### src/core/host_port_pkg.sv
// Shared types and constants of the dual-channel host bus port.
// Assumes one 20 MHz clock with every pin input already synchronous to it.
package host_port_pkg;

    localparam int CLK_PERIOD_NS = 50;
    localparam int REG_ADDR_W = 3;
    localparam int DATA_W = 8;

    // Strap level that selects strobe style; the other level selects direction style
    localparam logic STYLE_STROBE = 1'b1;
    localparam logic STYLE_RESET = STYLE_STROBE;

    // Direction line levels in direction style
    localparam logic DIR_READ = 1'b1;

    // Channel codes, also the level of the channel address bit
    localparam logic CHAN_A = 1'b0;
    localparam logic CHAN_B = 1'b1;

    // Reset values of the pin side
    localparam logic [DATA_W-1:0] DATA_RESET = 8'h00;
    localparam logic [REG_ADDR_W-1:0] ADDR_RESET = 3'h0;
    localparam logic PIN_N_RESET = 1'b1;
    localparam logic IRQ_RESET = 1'b0;
    localparam logic OE_N_RESET = 1'b1;

    typedef enum logic [1:0] {
        PHASE_IDLE,
        PHASE_READ,
        PHASE_WRITE
    } phase_t;

    // Status that one channel's register file hands to the port
    typedef struct packed {
        logic irq;               // Channel interrupt pending, active high
        logic irq_output_enable; // Bit 3 of the channel's modem_control_reg
        logic tx_ready;          // tx_holding_reg / transmit FIFO can take data
        logic rx_ready;          // rx_holding_reg / receive FIFO holds data
    } chan_status_t;

    // One register access toward the channel register files
    typedef struct packed {
        logic rd;                        // One-cycle read pulse
        logic wr;                        // One-cycle write pulse
        logic chan;                      // CHAN_A or CHAN_B
        logic [REG_ADDR_W-1:0] addr;     // Register within the channel
        logic [DATA_W-1:0] wdata;        // Write byte
    } reg_req_t;

    localparam reg_req_t REQ_RESET = '{rd: 1'b0, wr: 1'b0, chan: CHAN_A, addr: ADDR_RESET, wdata: DATA_RESET};

endpackage

### src/core/host_bus_port.sv
// Host-side parallel bus port of a dual-channel UART: pin decode for both bus
// styles, register access requests, interrupt and ready status pins.
// Assumes register files outside that answer a read in the same cycle as the
// read pulse, and a board that resolves the data bus and interrupt pins from
// the output enables.
//
// Functional notes
// - Strobe style: read strobe low starts register read; byte driven on data bus.
// - Strobe style: write strobe falls to start, rising edge stores bus byte.
// - Direction style: former write strobe is direction, high read, low write.
// - Strobe style: separate active-low selects enable channel A and channel B.
// - Direction style: one chip select; channel B select becomes channel address bit.
// - Strobe style: channel A interrupt driven and out-port2 low when enable bit set.
// - Channel B interrupt and out-port2 follow its enable bit; cleared is default.
// - Direction style: channel A interrupt pin is shared active-low open-drain interrupt.
// - Each channel drives active-low transmitter-ready from its transmit status.
// - Each channel drives active-low receiver-ready from its receive status.
// - Three-bit register address selects a register of the addressed channel.
// - Eight-bit bidirectional data bus, driven by the device only during reads.
`timescale 1ns/100ps

module host_bus_port
    import host_port_pkg::*;
(
    input wire logic clk_i,                                // 20 MHz clock
    input wire logic sys_rst_i,                            // Async reset, active high
    input wire logic bus_style_i,                          // Strap, high = strobe style
    input wire logic read_strobe_n_i,                      // Read strobe, active low
    input wire logic write_strobe_n_i,                     // Write strobe or direction
    input wire logic chan_a_select_n_i,                    // Channel A or chip select
    input wire logic chan_b_select_n_i,                    // Channel B select or address bit
    input wire logic [REG_ADDR_W-1:0] register_address_i,  // Register address
    input wire logic [DATA_W-1:0] data_i,                  // Data bus level
    output logic [DATA_W-1:0] data_o,                      // Read byte
    output logic data_oe_n_o,                              // Low while driving data bus
    input wire logic [DATA_W-1:0] chan_a_rdata_i,          // Channel A read data
    input wire logic [DATA_W-1:0] chan_b_rdata_i,          // Channel B read data
    output reg_req_t reg_req_o,                            // Register access request
    input wire chan_status_t chan_a_status_i,              // Channel A status
    input wire chan_status_t chan_b_status_i,              // Channel B status
    output logic chan_a_irq_o,                             // Channel A interrupt level
    output logic chan_a_irq_oe_n_o,                        // Low while driving it
    output logic chan_b_irq_o,                             // Channel B interrupt level
    output logic chan_b_irq_oe_n_o,                        // Low while driving it
    output logic chan_a_out_port2_n_o,                     // Channel A output port 2
    output logic chan_b_out_port2_n_o,                     // Channel B output port 2
    output logic chan_a_tx_ready_n_o,                      // Channel A transmit ready
    output logic chan_a_rx_ready_n_o,                      // Channel A receive ready
    output logic chan_b_tx_ready_n_o,                      // Channel B transmit ready
    output logic chan_b_rx_ready_n_o                       // Channel B receive ready
);

    // Strap caught after reset release, so the async reset sees constants only
    logic strap_taken;
    logic bus_style;
    phase_t phase;
    phase_t next_phase;

    logic strobe_style;
    logic strobe_any_sel;
    logic strobe_chan;
    logic rd_now;
    logic wr_now;
    logic pin_chan;
    logic read_start;
    logic write_start;
    logic write_end;
    logic access_start;
    logic [DATA_W-1:0] rdata_sel;
    logic next_oe_n;
    logic any_irq;

    logic next_a_irq;
    logic next_a_irq_oe_n;

    assign strobe_style = (bus_style == STYLE_STROBE);

    // Channel A select wins if the host lowers both selects at once
    assign strobe_any_sel = !chan_a_select_n_i || !chan_b_select_n_i;
    assign strobe_chan = chan_a_select_n_i ? CHAN_B : CHAN_A;

    // Access decode, one rule for reads and writes in either style
    function automatic logic access_on(
        input logic style_is_strobe,
        input logic strobe_n,
        input logic any_sel,
        input logic chip_sel_n,
        input logic dir,
        input logic dir_wanted
    );
        logic on;
        if (style_is_strobe)
        begin
            on = !strobe_n && any_sel;
        end
        else
        begin
            on = !chip_sel_n && (dir == dir_wanted);
        end
        return on;
    endfunction

    // Read strobe takes no part in direction style
    assign rd_now = access_on(strobe_style, read_strobe_n_i, strobe_any_sel,
        chan_a_select_n_i, write_strobe_n_i, DIR_READ);
    assign wr_now = access_on(strobe_style, write_strobe_n_i, strobe_any_sel,
        chan_a_select_n_i, write_strobe_n_i, !DIR_READ);

    assign pin_chan = strobe_style ? strobe_chan : chan_b_select_n_i;

    assign read_start = (phase == PHASE_IDLE) && rd_now;
    assign write_start = (phase == PHASE_IDLE) && !rd_now && wr_now;
    assign access_start = read_start || write_start;

    // Write lands when the strobe or the chip select goes back high
    assign write_end = (phase == PHASE_WRITE) && !wr_now;

    always_comb
    begin
        next_phase = phase;
        unique case (phase)
            PHASE_IDLE:
            begin
                // Read wins when both strobes are low
                if (rd_now)
                begin
                    next_phase = PHASE_READ;
                end
                else if (wr_now)
                begin
                    next_phase = PHASE_WRITE;
                end
            end
            PHASE_READ:
            begin
                if (!rd_now)
                begin
                    next_phase = PHASE_IDLE;
                end
            end
            PHASE_WRITE:
            begin
                if (!wr_now)
                begin
                    next_phase = PHASE_IDLE;
                end
            end
        endcase
    end

    // Read byte is picked by the channel latched at the start of the access
    assign rdata_sel = (reg_req_o.chan == CHAN_B) ? chan_b_rdata_i : chan_a_rdata_i;

    // Drive only once the byte from the read pulse is in data_o
    assign next_oe_n = !((phase == PHASE_READ) && rd_now);

    // Strobe style: per channel enable; direction style: shared open drain
    assign any_irq = chan_a_status_i.irq || chan_b_status_i.irq;
    assign next_a_irq = strobe_style ? chan_a_status_i.irq : 1'b0;
    assign next_a_irq_oe_n = strobe_style
        ? !chan_a_status_i.irq_output_enable
        : !any_irq;

    always_ff @(posedge clk_i or posedge sys_rst_i)
    begin
        if (sys_rst_i)
        begin
            strap_taken <= 1'b0;
            bus_style <= STYLE_RESET;
        end
        else if (!strap_taken)
        begin
            strap_taken <= 1'b1;
            bus_style <= bus_style_i;
        end
    end

    always_ff @(posedge clk_i or posedge sys_rst_i)
    begin
        if (sys_rst_i)
        begin
            phase <= PHASE_IDLE;
        end
        else
        begin
            phase <= next_phase;
        end
    end

    // Address and channel held from the start so late pin changes do no harm
    always_ff @(posedge clk_i or posedge sys_rst_i)
    begin
        if (sys_rst_i)
        begin
            reg_req_o <= REQ_RESET;
        end
        else
        begin
            reg_req_o.rd <= read_start;
            reg_req_o.wr <= write_end;
            if (access_start)
            begin
                reg_req_o.chan <= pin_chan;
                reg_req_o.addr <= register_address_i;
            end
            // Last byte seen with the strobe low, so a short hold time still works
            if (wr_now && (write_start || phase == PHASE_WRITE))
            begin
                reg_req_o.wdata <= data_i;
            end
        end
    end

    always_ff @(posedge clk_i or posedge sys_rst_i)
    begin
        if (sys_rst_i)
        begin
            data_oe_n_o <= OE_N_RESET;
        end
        else
        begin
            data_oe_n_o <= next_oe_n;
        end
    end

    // Read byte kept until the next read, so a late host sample still sees it
    always_ff @(posedge clk_i or posedge sys_rst_i)
    begin
        if (sys_rst_i)
        begin
            data_o <= DATA_RESET;
        end
        else if (reg_req_o.rd)
        begin
            data_o <= rdata_sel;
        end
    end

    always_ff @(posedge clk_i or posedge sys_rst_i)
    begin
        if (sys_rst_i)
        begin
            chan_a_irq_o <= IRQ_RESET;
            chan_a_irq_oe_n_o <= OE_N_RESET;
        end
        else
        begin
            // Direction style: value stays low, only the enable moves
            chan_a_irq_o <= next_a_irq;
            chan_a_irq_oe_n_o <= next_a_irq_oe_n;
        end
    end

    always_ff @(posedge clk_i or posedge sys_rst_i)
    begin
        if (sys_rst_i)
        begin
            chan_b_irq_o <= IRQ_RESET;
            chan_b_irq_oe_n_o <= OE_N_RESET;
        end
        else
        begin
            chan_b_irq_o <= chan_b_status_i.irq;
            chan_b_irq_oe_n_o <= !chan_b_status_i.irq_output_enable;
        end
    end

    // Ready and out-port2 pins are alike in both channels
    chan_status_t status_by_chan [2];
    logic tx_ready_n [2];
    logic rx_ready_n [2];
    logic out_port2_n [2];

    assign status_by_chan[0] = chan_a_status_i;
    assign status_by_chan[1] = chan_b_status_i;

    // One flop per pin and channel; no gating, the pins follow status a cycle late
    for (genvar ch = 0; ch < 2; ch++)
    begin : g_chan_pins
        always_ff @(posedge clk_i or posedge sys_rst_i)
        begin
            if (sys_rst_i)
            begin
                tx_ready_n[ch] <= PIN_N_RESET;
                rx_ready_n[ch] <= PIN_N_RESET;
                out_port2_n[ch] <= PIN_N_RESET;
            end
            else
            begin
                tx_ready_n[ch] <= !status_by_chan[ch].tx_ready;
                rx_ready_n[ch] <= !status_by_chan[ch].rx_ready;
                out_port2_n[ch] <= !status_by_chan[ch].irq_output_enable;
            end
        end
    end

    assign chan_a_tx_ready_n_o = tx_ready_n[0];
    assign chan_b_tx_ready_n_o = tx_ready_n[1];
    assign chan_a_rx_ready_n_o = rx_ready_n[0];
    assign chan_b_rx_ready_n_o = rx_ready_n[1];
    assign chan_a_out_port2_n_o = out_port2_n[0];
    assign chan_b_out_port2_n_o = out_port2_n[1];

endmodule

### config.mk
export PLATFORM = sky130hd
export DESIGN_NAME = host_bus_port
export DESIGN_NICKNAME = d
export VERILOG_FILES = /design/src/core/host_port_pkg.sv /design/src/core/host_bus_port.sv
export SDC_FILE = /design/constraint.sdc
export NUM_CORES = 1
export LEC_CHECK = 0
export BUFFER_PORTS_ARGS = -buffer_cell sky130_fd_sc_hd__buf_4
export CORE_MARGIN = 8
export CORE_UTILIZATION = 45
export DETAILED_ROUTE_END_ITERATION = 10
export HOLD_SLACK_MARGIN = 0.1
export PLACE_DENSITY_LB_ADDON = 0.12
export SLEW_MARGIN = 20
export SYNTH_ARGS = -nofsm -noshare
export SYNTH_HDL_FRONTEND = slang
export SYNTH_SLANG_ARGS = --single-unit
### constraint.sdc
create_clock -name clk_i -period 3.95 [get_ports clk_i]
set_input_delay 0.79 -clock clk_i [delete_from_list [all_inputs] [get_ports clk_i]]
set_output_delay 0.79 -clock clk_i [all_outputs]
set_load 0.005 [all_outputs]
# Word-level counts from Yosys, hierarchy flattened
# Index checks and enable logic that the tools add are counted.
[word_totals] ram_bits=0 n_memories=0 regBits=36 latchBits=0 in_bits=42 rom_bits=0
[classes] magnitude_cmp=0 reduce_logical=30 n_bitwise=1 div=0 shifts=0 n_addsub=0 eq_ne=5 n_mul=0 mux=12
[op_table] op="$logic_not 1->1" n=14
[op_table] op="$logic_and 1x1->1" n=10
[op_table] op="$mux 2" n=4
[op_table] op="$mux 8" n=1
[op_table] op="$mux 1" n=6
[op_table] op="$pmux 2 s3" n=1
[op_table] op="$logic_or 1x1->1" n=4
[op_table] op="$ne 2x2->1 const B" n=2
[op_table] op="$ne 3x3->1 const B" n=1
[op_table] op="$reduce_and 3->1" n=1
[op_table] op="$eq 2x1->1 const B" n=1
[op_table] op="$eq 2x2->1 const B" n=1
[op_table] op="$logic_not 2->1" n=1
[op_table] op="$not 1->1" n=1

# Logic depth before layout (Yosys ltp)
# Gate-level depths: netlist of run 1.
[logic_depth] depth_word=9 depth_mapped=6

# Worst setup path before layout of run 1
# No wires, ideal clock.
[synth_path] path_type="in2reg" start="input chan_b_select_n_i" end="register reg_req_o[0] (netlist name)" t_arrival_ps=1792 path_stages=5 setup_time_ps=125 path_buffers=1 setup_slack_ps=2033 cell_sequence="nand2b_1 > a21oi_1 > nor2b_1 > buf_6 > mux2_4"
[synth_between] elab_chain_cells=9
[synth_rtl] item="from (decl)" line="host_bus_port.sv:31" text="input wire logic chan_b_select_n_i,"
[synth_rtl] item="$logic_not 1->1 *" line="host_bus_port.sv:79" text="assign strobe_any_sel = !chan_a_select_n_i || !chan_b_select_n_i;"
[synth_rtl] item="$logic_or 1x1->1 *" line="host_bus_port.sv:79"
[synth_rtl] item="$logic_and 1x1->1" line="host_bus_port.sv:94" text="on = !strobe_n && any_sel;"
[synth_rtl] item="$mux 1" line="host_bus_port.sv:92" text="if (style_is_strobe)"
[synth_rtl] item="$logic_not 1->1"
[synth_rtl] item="$logic_and 1x1->1 (2 in series)" line="host_bus_port.sv:112" text="assign write_start = (phase == PHASE_IDLE) && !rd_now && wr_now;"
[synth_rtl] item="$logic_or 1x1->1" line="host_bus_port.sv:207" text="if (wr_now && (write_start || phase == PHASE_WRITE))"
[synth_rtl] item="$logic_and 1x1->1 *" line="host_bus_port.sv:207"
[synth_rtl] item="to (decl)" line="host_bus_port.sv:38" text="output reg_req_t reg_req_o,"
# Mark *: on every way between the ends. The rest lies on a longest branch, timed or not.
# A chain may end at the register's enable or synchronous reset.

# Worst setup path in the final report of run 1
[layout_path] start="register bus_style" end="register reg_req_o[3] (netlist name)"
[layout_between] elab_chain_cells=6
[layout_rtl] item="from (decl)" line="host_bus_port.sv:55" text="logic bus_style;"
[layout_rtl] item="from (signal assigned)" line="host_bus_port.sv:174" text="bus_style <= bus_style_i;"
[layout_rtl] item="$mux 1" line="host_bus_port.sv:92"
[layout_rtl] item="$logic_not 1->1"
[layout_rtl] item="$logic_and 1x1->1 (2 in series)" line="host_bus_port.sv:112"
[layout_rtl] item="$logic_or 1x1->1" line="host_bus_port.sv:207"
[layout_rtl] item="$logic_and 1x1->1 *" line="host_bus_port.sv:207"
# Marked as above.

==> results of run 1 <==
-- per-layer routing --
layer	GRT usage	wire, µm	vias to the layer above	share of wire
met5	0	0	-	0
met4	0.0466	42	0	0.012
met3	0.0696	371	5	0.10
met2	0.226	1830	42	0.51
met1	0.144	1370	533	0.38
li1	-	-	546	-
-- final timing paths --
path,slack [ns],end,depth (start not counted)
worst max-delay path,1.61,reg_req_o[3],4
max in group asynchronous,2.81,data_oe_n_o,3
worst min register to register,0.51,bus_style,1
worst min-delay path,0.51,reg_req_o[5],2
worst max register to register,1.61,reg_req_o[3],4
min in group clk_i,0.51,bus_style,1
-- through the flow --
| stage | cells | utilization |
|---|---|---|
| final | 240 | 0.675 |
| after global routing | 240 | 0.675 |
| after CTS | 240 | 0.675 |
| after detailed placement | 232 | 0.636 |
| after global placement | 232 | 0.636 |
| after floorplan | 117 | - |
-- final cells by class --
type / count / area (µm²)
fill: 267 / 1070
sequential: 36 / 912
timing repair buffer: 75 / 563
multi-input combinational: 65 / 519
clock inverter: 3 / 90.1
tap: 46 / 57.6
clock buffer: 5 / 37.5
inverter: 10 / 37.5
-- power breakdown --
group | leakage, nW | internal, W | switching, W | total [W]
Clock | 0.0654 | 0.000261 | 0.000120 | 0.000381
Combinational | 0.646 | 0.000327 | 0.000197 | 0.000524
Sequential | 0.409 | 0.000496 | 0.0000968 | 0.000593
Total | 1.12 | 0.00108 | 0.000414 | 0.00150
-- worst max-delay path, cell delays in order (launching register included) --
cell,delay (ns)
dfstp_2,0.64
nand2b_1,0.11
a21oi_1,0.30
nor2b_1,0.82
mux2_4,0.36
-- cells in the mapped netlist, drive strengths merged (2+ instances only) --
master,n
dfrtp,27
a21oi,13
mux2,12
nor2,11
inv,10
dfstp,9
mux2i,9
buf,4
ha,3
and2,2
clkbuf,2
nand2,2
nand2b,2
-- logic make-up (layout without fill, tap and decap cells) --
logic type | after synthesis | in the layout | share of synthesized area
simple gates | 19 | 19 | 0.0590
compound gates | 21 | 21 | 0.0890
flops | 36 | 36 | 0.606
other cells | 1 | 1 | 0.00249
fa+ha+maj | 3 | 3 | 0.0249
buf+inv | 16 | 93 | 0.0491
mux | 21 | 21 | 0.170
==> impl_metrics.csv, run 1 <==
group,metric,value,unit
power_and_ir_drop,leakage,1.12,nW
global_route,grt_pass1_vias,1169,
route,antenna_left,0,
final_layout,mostFrequentLayoutCell,"buf_4",
clocking,cts_setup_buffers,0,
route,wire_per_inst,15.0,µm
placement,place_area,2090,µm²
route,drc_errors,0,
timing,fmax,427,MHz
timing,finalCritPeriodShare,0.593,
synth,synth_edf_count,0,
timing,final-hold-violation-count,0,
die,die_w,73.8,µm
clocking,cts_hold_buffers,0,
power_and_ir_drop,power_per_cell_area,676,nW/µm²
setup_path,reg2reg_from,"bus_style",
die,start_util,0.458,
setup_path,start_kind,"flip-flop",
placement,place.gp.congestion,0.791,
clocking,cts.root.buffer_cell,"clkbuf_4",
die,fp-row-count,21,
synth,seq_area_frac_synth,0.606,
outcome,outcome,"completed",
power_and_ir_drop,total_power,0.00150,W
final_layout,reg.largest.list,"reg_req_o (14), data_o (8), phase (2)",
die,chipHeight,73.8,µm
timing,post-route-worst-setup-slack,1.61,ns
synth,synth_area_leaders,"dfrtp_1 (45%), dfstp_2 (16%), mux2_4 (8.0%)",
final_layout,final_cell_mix,"buf_4 (75), dfrtp_1 (27), a21oi_1 (13)",
global_route,antenna_found_initial,0,
clocking,clock_path_buffers,2,
timing,final.setup.tns,0,ns
global_route,grt_pass1_wl,5600,µm
route,dr.pass1.iters,4,
setup_path,crit_arrival,2.56,ns
timing,rsz0062_at_grt,"no",
route,drt_iter0_markers,99,
timing,slew_violations,0,
die,core_area,3280,µm²
clocking,insertion_delay,0.34,ns
setup_path,critPathRequiredTime,4.17,ns
synth,async_reset_ff_frac,1.00,
global_route,grt_max_degree,31,
die,pin_count,75,
timing,period_minus_slack,2.34,ns
global_route,grt_overflow,0,
route,num_vias,1126,
synth,synth_top_area_cell,"dfrtp_1",
final_layout,final_cell_area,2220,µm²
timing,whs,0.511,ns
global_route,gr-usage-all-layers,0.136,
final_layout,antenna_cells,0,
die,die_area,5450,µm²
clocking,cts_resized,0,
placement,dp_hpwl,2820,µm
synth,netlist.area_leader.share,0.449,
clocking,cts_num_sinks,36,
final_layout,top_register,"reg_req_o",
timing,slew_headroom,0.350,
clocking,htreeDepth,2,
synth,synth_nets,162,
synth,netlist_area,1510,µm²
synth,syn_inst,117,
synth,synth_seq_cells,36,
final_layout,largest_reg_flops,14,
final_layout,syn_to_final_growth,47.3,%
timing,worst_pin_slew,0.973,ns
placement,io_buffers,74,
synth,ys_warn_count,0,
timing,finClkSkew,0.00991,ns
setup_path,cp_max_fo,11,
placement,post-place-ws,1.28,ns
job,cap_violations,0,
route,post_drt_via_cell_ratio,4.69,
synth,synth_flop_cell,"dfrtp_1",
power_and_ir_drop,vdd.ir_drop.worst,436,µV
setup_path,end_kind,"flip-flop",
synth,ys_types,27,
clocking,clkTransAtPathRegs,0.11,ns
clocking,cts_tree,"done",
setup_path,path_class,"flip-flop to flip-flop",
timing,finalSetupViolations,0,
route,routed_wl,3610,µm
hold_path,hold_path_class,"primary input to async pin",
final_layout,final_net_count,238,
synth,avgSynthCellArea,12.9,µm²
setup_path,startpoint,"bus_style",
final_layout,drive_above_1_share,0.546,
clocking,numCtsBuffers,5,
No activity file was read; power rests on OpenSTA's default activity.
==> run 2, diff against run 1 <==
clock period = 2.35 ns   (was 3.95 ns; I/O delays follow)
==> impl_metrics.csv, run 2 (synthesis results as in run 1) <==
group,metric,value,unit
setup_path,end_kind,"flip-flop",
outcome,outcome,"completed",
global_route,grt_pass1_vias,1183,
final_layout,fillers,266,
die,pin_count,75,
route,routed_wl,3540,µm
placement,io_buffers,74,
setup_path,slowest_stage,"dfstp_2",
setup_path,cp_top_family,"flip-flops",
setup_path,r2r-end,"reg_req_o[1]",
timing,finalSetupViolations,0,
die,start_util,0.458,
final_layout,largest_reg_flops,14,
global_route,grt_overflow,0,
timing,post-route-worst-setup-slack,0.535,ns
die,chipHeight,73.8,µm
setup_path,start_kind,"flip-flop",
timing,worst_pin_slew,0.510,ns
placement,dp_hpwl,2780,µm
global_route,grt_pass1_wl,5540,µm
clocking,numCtsBuffers,5,
setup_path,worstRegToRegCells,5,
final_layout,post-route-util,0.677,
setup_path,path_buf_inv,1,
timing,finalCritPeriodShare,0.772,
timing,final.setup.tns,0,ns
global_route,gr-usage-all-layers,0.136,
setup_path,crit_arrival,2.05,ns
job,cap_violations,0,
clocking,htreeDepth,2,
die,fp-row-count,21,
power_and_ir_drop,vdd.ir_drop.worst,892,µV
die,die_area,5450,µm²
setup_path,reg2reg_from,"bus_style",
setup_path,path_cells,"nand2b_1 -> a21oi_1 -> nor2b_1 -> buf_4 -> mux2_4",
timing,slew_headroom,0.660,
hold_path,hold_path_class,"primary input to async pin",
global_route,grt_max_degree,37,
clocking,clock_path_buffers,2,
clocking,clkTransAtPathRegs,0.11,ns
final_layout,top_register,"reg_req_o",
route,drc_errors,0,
setup_path,rrSetupSlack,0.54,ns
clocking,insertion_delay,0.34,ns
route,antenna_left,0,
die,die_w,73.8,µm
setup_path,cp_max_fo,11,
final_layout,antenna_cells,0,
timing,period_minus_slack,1.81,ns
route,num_vias,1148,
timing,fmax,551,MHz
global_route,antenna_found_initial,0,
timing,final-hold-violation-count,0,
final_layout,final_net_count,239,
final_layout,final_cell_mix,"buf_4 (76), dfrtp_1 (27), a21oi_1 (13)",
clocking,cts_tree,"done",
global_route,grt-busiest-layer,"met2",
global_route,grtUsageMet2,0.224,
final_layout,drive_above_1_share,0.544,
timing,slew_violations,0,
clocking,cts_resized,0,
clocking,cts.root.buffer_cell,"clkbuf_4",
route,dr.pass1.iters,4,
power_and_ir_drop,leakage,1.13,nW
route,drt_iter0_markers,35,
final_layout,mostFrequentLayoutCell,"buf_4",
global_route,met3_usage,0.0668,
route,post_drt_via_cell_ratio,4.76,
route,wire_per_inst,14.7,µm
clocking,cts_setup_buffers,0,
setup_path,cpPeakStageDelay,0.64,ns
timing,finClkSkew,0.00729,ns
timing,rsz0062_at_grt,"no",
power_and_ir_drop,power_per_cell_area,1130,nW/µm²
final_layout,syn_to_final_growth,47.8,%
final_layout,reg.largest.list,"reg_req_o (14), data_o (8), phase (2)",
placement,place.gp.congestion,0.805,
global_route,met1_usage,0.141,
setup_path,critPathRequiredTime,2.58,ns
die,core_area,3280,µm²
setup_path,path_class,"flip-flop to flip-flop",
clocking,cts_hold_buffers,0,
placement,post-place-ws,0.505,ns
clocking,cts_num_sinks,36,
run 2: worst max-delay path by stage:
| stage | startpoint | endpoint | slack [ns] | cells past startpoint |
|---|---|---|---|---|
| after global placement | chan_b_select_n_i | reg_req_o[3] | 0.57 | 6 |
| after detailed placement | chan_b_select_n_i | reg_req_o[1] | 0.50 | 6 |
| final | bus_style | reg_req_o[1] | 0.54 | 5 |
| after global routing | bus_style | reg_req_o[7] | 0.39 | 5 |
| after floorplan | chan_b_select_n_i | reg_req_o[0] | 0.75 | 5 |
| after CTS | bus_style | reg_req_o[1] | 0.53 | 5 |
run 2: routing by layer:
layer	vias to the layer above	part of all wire
met5	-	0
met2	43	0.50
li1	551	-
met1	546	0.38
met4	0	0.020
met3	8	0.10
run 2: area by class of cell:
type / instances / area [µm²] / area share
clock buffer: 5 / 37.5 / 0.0169
clock inverter: 3 / 90.1 / 0.0405
inverter: 10 / 37.5 / 0.0169
multi-input combinational: 65 / 519 / 0.233
sequential: 36 / 912 / 0.410
tap: 46 / 57.6 / 0.0259
timing repair buffer: 76 / 571 / 0.256
run 2: worst reg2reg max path, stage by stage (launching register included):
cell	delay, ns
dfstp_2	0.64
nand2b_1	0.12
a21oi_1	0.27
nor2b_1	0.17
buf_4	0.20
mux2_4	0.32
run 2: per-stage QoR:
stage               instances  hold slack (ns)  total power [W]  area [µm²]
floorplan                 117            0.478          0.00145        1510
global placement          233            0.479          0.00186        2100
detailed placement        233            0.488          0.00191        2100
CTS                       241            0.204          0.00255        2220
global route              241            0.198          0.00267        2220
finish                    241            0.214          0.00251        2220
run 2: power breakdown:
group	total [W]	internal, W	switching, W
clock	0.000640	0.000438	0.000202
combinational	0.000876	0.000553	0.000323
sequential	0.000998	0.000834	0.000163
==> run 3, diff against run 2 <==
CORE_UTILIZATION = 40   (was 45)
clock period = 1.6 ns   (was 2.35 ns; I/O delays follow)
==> impl_metrics.csv, run 3 (synthesis results as in run 1) <==
group,metric,value,unit
outcome,outcome,"completed",
setup_path,reg2reg_from,"bus_style",
setup_path,rrSetupSlack,0.04,ns
final_layout,register_area,912,µm²
power_and_ir_drop,power_per_cell_area,1520,nW/µm²
final_layout,final_net_count,249,
die,start_util,0.414,
setup_path,r2r-end,"reg_req_o[0]",
timing,finalSetupViolations,0,
power_and_ir_drop,seq_power_share,0.420,
route,wire_per_inst,14.5,µm
clocking,numCtsBuffers,5,
final_layout,instances_no_fill,253,
die,fp-row-count,22,
setup_path,path_class,"flip-flop to flip-flop",
timing,rsz0062_at_grt,"yes",
power_and_ir_drop,p_switching,0.00105,W
die,pin_count,75,
power_and_ir_drop,p_comb_frac,0.397,
timing,slew_headroom,0.653,
final_layout,antenna_cells,0,
final_layout,final_cell_mix,"buf_4 (84), dfrtp_1 (27), a21oi_1 (11)",
die,die_area,5980,µm²
timing,final-hold-violation-count,0,
global_route,grt_max_degree,37,
timing,slew_violations,0,
clocking,cts_num_sinks,36,
final_layout,syn_to_final_growth,53.0,%
final_layout,reg.largest.list,"reg_req_o (14), data_o (8), phase (2)",
global_route,gr-usage-all-layers,0.117,
timing,worst_pin_slew,0.520,ns
timing,finClkSkew,0.00592,ns
final_layout,drive_above_1_share,0.590,
final_layout,fillers,298,
route,num_vias,1173,
setup_path,end_kind,"flip-flop",
clocking,cts.root.buffer_cell,"clkbuf_8",
global_route,grt_pass1_vias,1228,
clocking,cts_tree,"done",
setup_path,slowest_stage,"dfstp_2",
power_and_ir_drop,p_sw_frac,0.299,
route,dr.pass1.iters,4,
global_route,grt_overflow,0,
final_layout,top_register,"reg_req_o",
final_layout,largest_reg_flops,14,
setup_path,path_cells,"buf_6 -> nand2b_1 -> a21oi_2 -> nor2b_4 -> buf_8 -> mux2_4",
hold_path,hold_path_class,"primary input to async pin",
final_layout,multi_input_area,544,µm²
setup_path,critPathRequiredTime,1.76,ns
power_and_ir_drop,pwr-share-clk,0.183,
power_and_ir_drop,vdd.ir_drop.worst,713,µV
placement,place_area,2140,µm²
final_layout,mostFrequentLayoutCell,"buf_4",
final_layout,post-route-util,0.634,
final_layout,final_cell_area,2300,µm²
route,antenna_left,0,
route,drt_iter0_markers,72,
die,die_w,77.3,µm
setup_path,cp_max_fo,8,
timing,period_minus_slack,1.56,ns
power_and_ir_drop,internal-power,0.00245,W
timing,fmax,641,MHz
clocking,cts_hold_buffers,0,
die,chipHeight,77.3,µm
clocking,insertion_delay,0.28,ns
setup_path,cpPeakStageDelay,0.56,ns
placement,io_buffers,74,
placement,dp_hpwl,2780,µm
placement,dp.cells,240,
route,routed_wl,3660,µm
timing,finalCritPeriodShare,0.974,
clocking,clock_path_buffers,2,
power_and_ir_drop,leakage,1.17,nW
setup_path,worstRegToRegCells,6,
route,post_drt_via_cell_ratio,4.64,
route,drc_errors,0,
global_route,grt_pass1_wl,5640,µm
setup_path,start_kind,"flip-flop",
global_route,antenna_found_initial,0,
job,cap_violations,0,
clocking,clkTransAtPathRegs,0.07,ns
setup_path,crit_arrival,1.72,ns
clocking,htreeDepth,2,
die,core_area,3630,µm²
placement,place.gp.congestion,0.764,
==> run 3: cell count changes in the layout (fill, tap and decap cells not counted), moves of 2 or more <==
cell	previous run	this run
a21oi_1	13	11
clkbuf_8	0	6
buf_4	76	84
clkinv_2	0	2
bufinv_16	3	0
clkbuf_4	5	0
a21oi_2	0	2
==> run 3: final cells by class <==
cell class / count / share of cell area
multi-input combinational: 65 / 0.236
clock buffer: 6 / 0.0359
tap: 48 / 0.0261
sequential: 36 / 0.396
inverter: 10 / 0.0163
clock inverter: 2 / 0.00435
timing repair buffer: 86 / 0.285
==> run 3: critical path: cells and delay by family (launching register included) <==
| kind | cells | cell delay [ns] |
|---|---|---|
| buffers and inverters | 2 | 0.27 |
| flip-flops | 1 | 0.56 |
| AND/OR/NAND/NOR | 2 | 0.13 |
| multiplexers | 1 | 0.30 |
| AO/OA/AOI/OAI | 1 | 0.18 |
==> run 3: worst max-delay path by stage <==
stage	end	from	depth (start not counted)	slack (ns)
after floorplan	reg_req_o[0]	bus_style	5	0.04
after global placement	reg_req_o[1]	chan_b_select_n_i	6	-0.05
after detailed placement	reg_req_o[6]	bus_style	5	-0.09
after CTS	reg_req_o[6]	bus_style	5	0.01
after global routing	reg_req_o[0]	bus_style	6	-0.02
final	reg_req_o[0]	bus_style	6	0.04
==> run 3: timing repair <==
action,4_1_cts,5_1_grt
gates resized for setup,3,6
pin swaps,1,3
endpoints found under the hold margin,0,0
endpoints found under the setup margin,8,10
setup buffers,0,5
==> run 3: stage by stage <==
stage	worst slack, ns	TNS, ns	power, W	hold WS, ns
floorplan	0.0447	0	0.00212	0.346
global placement	-0.0461	-0.367	0.00276	0.430
detailed placement	-0.0937	-0.679	0.00283	0.435
CTS	0.0127	0	0.00349	0.129
global route	-0.0171	-0.109	0.00372	0.125
finish	0.0409	0	0.00349	0.141
==> run 3: power by group through the flow <==
stage	clock (W)	combinational (W)	sequential, W
2_1_floorplan	0	0.000712	0.00141
3_3_place_gp	0	0.00130	0.00147
3_5_place_dp	0	0.00134	0.00148
4_1_cts	0.000661	0.00136	0.00147
5_1_grt	0.000705	0.00151	0.00151
6_report	0.000638	0.00139	0.00147
==> run 3: routing by layer <==
layer,share of wire,track usage,vias up
li1,-,-,566
met1,0.37,0.113,571
met2,0.55,0.214,34
met3,0.070,0.0518,2
met4,0.0068,0.0453,0
met5,0,0,-
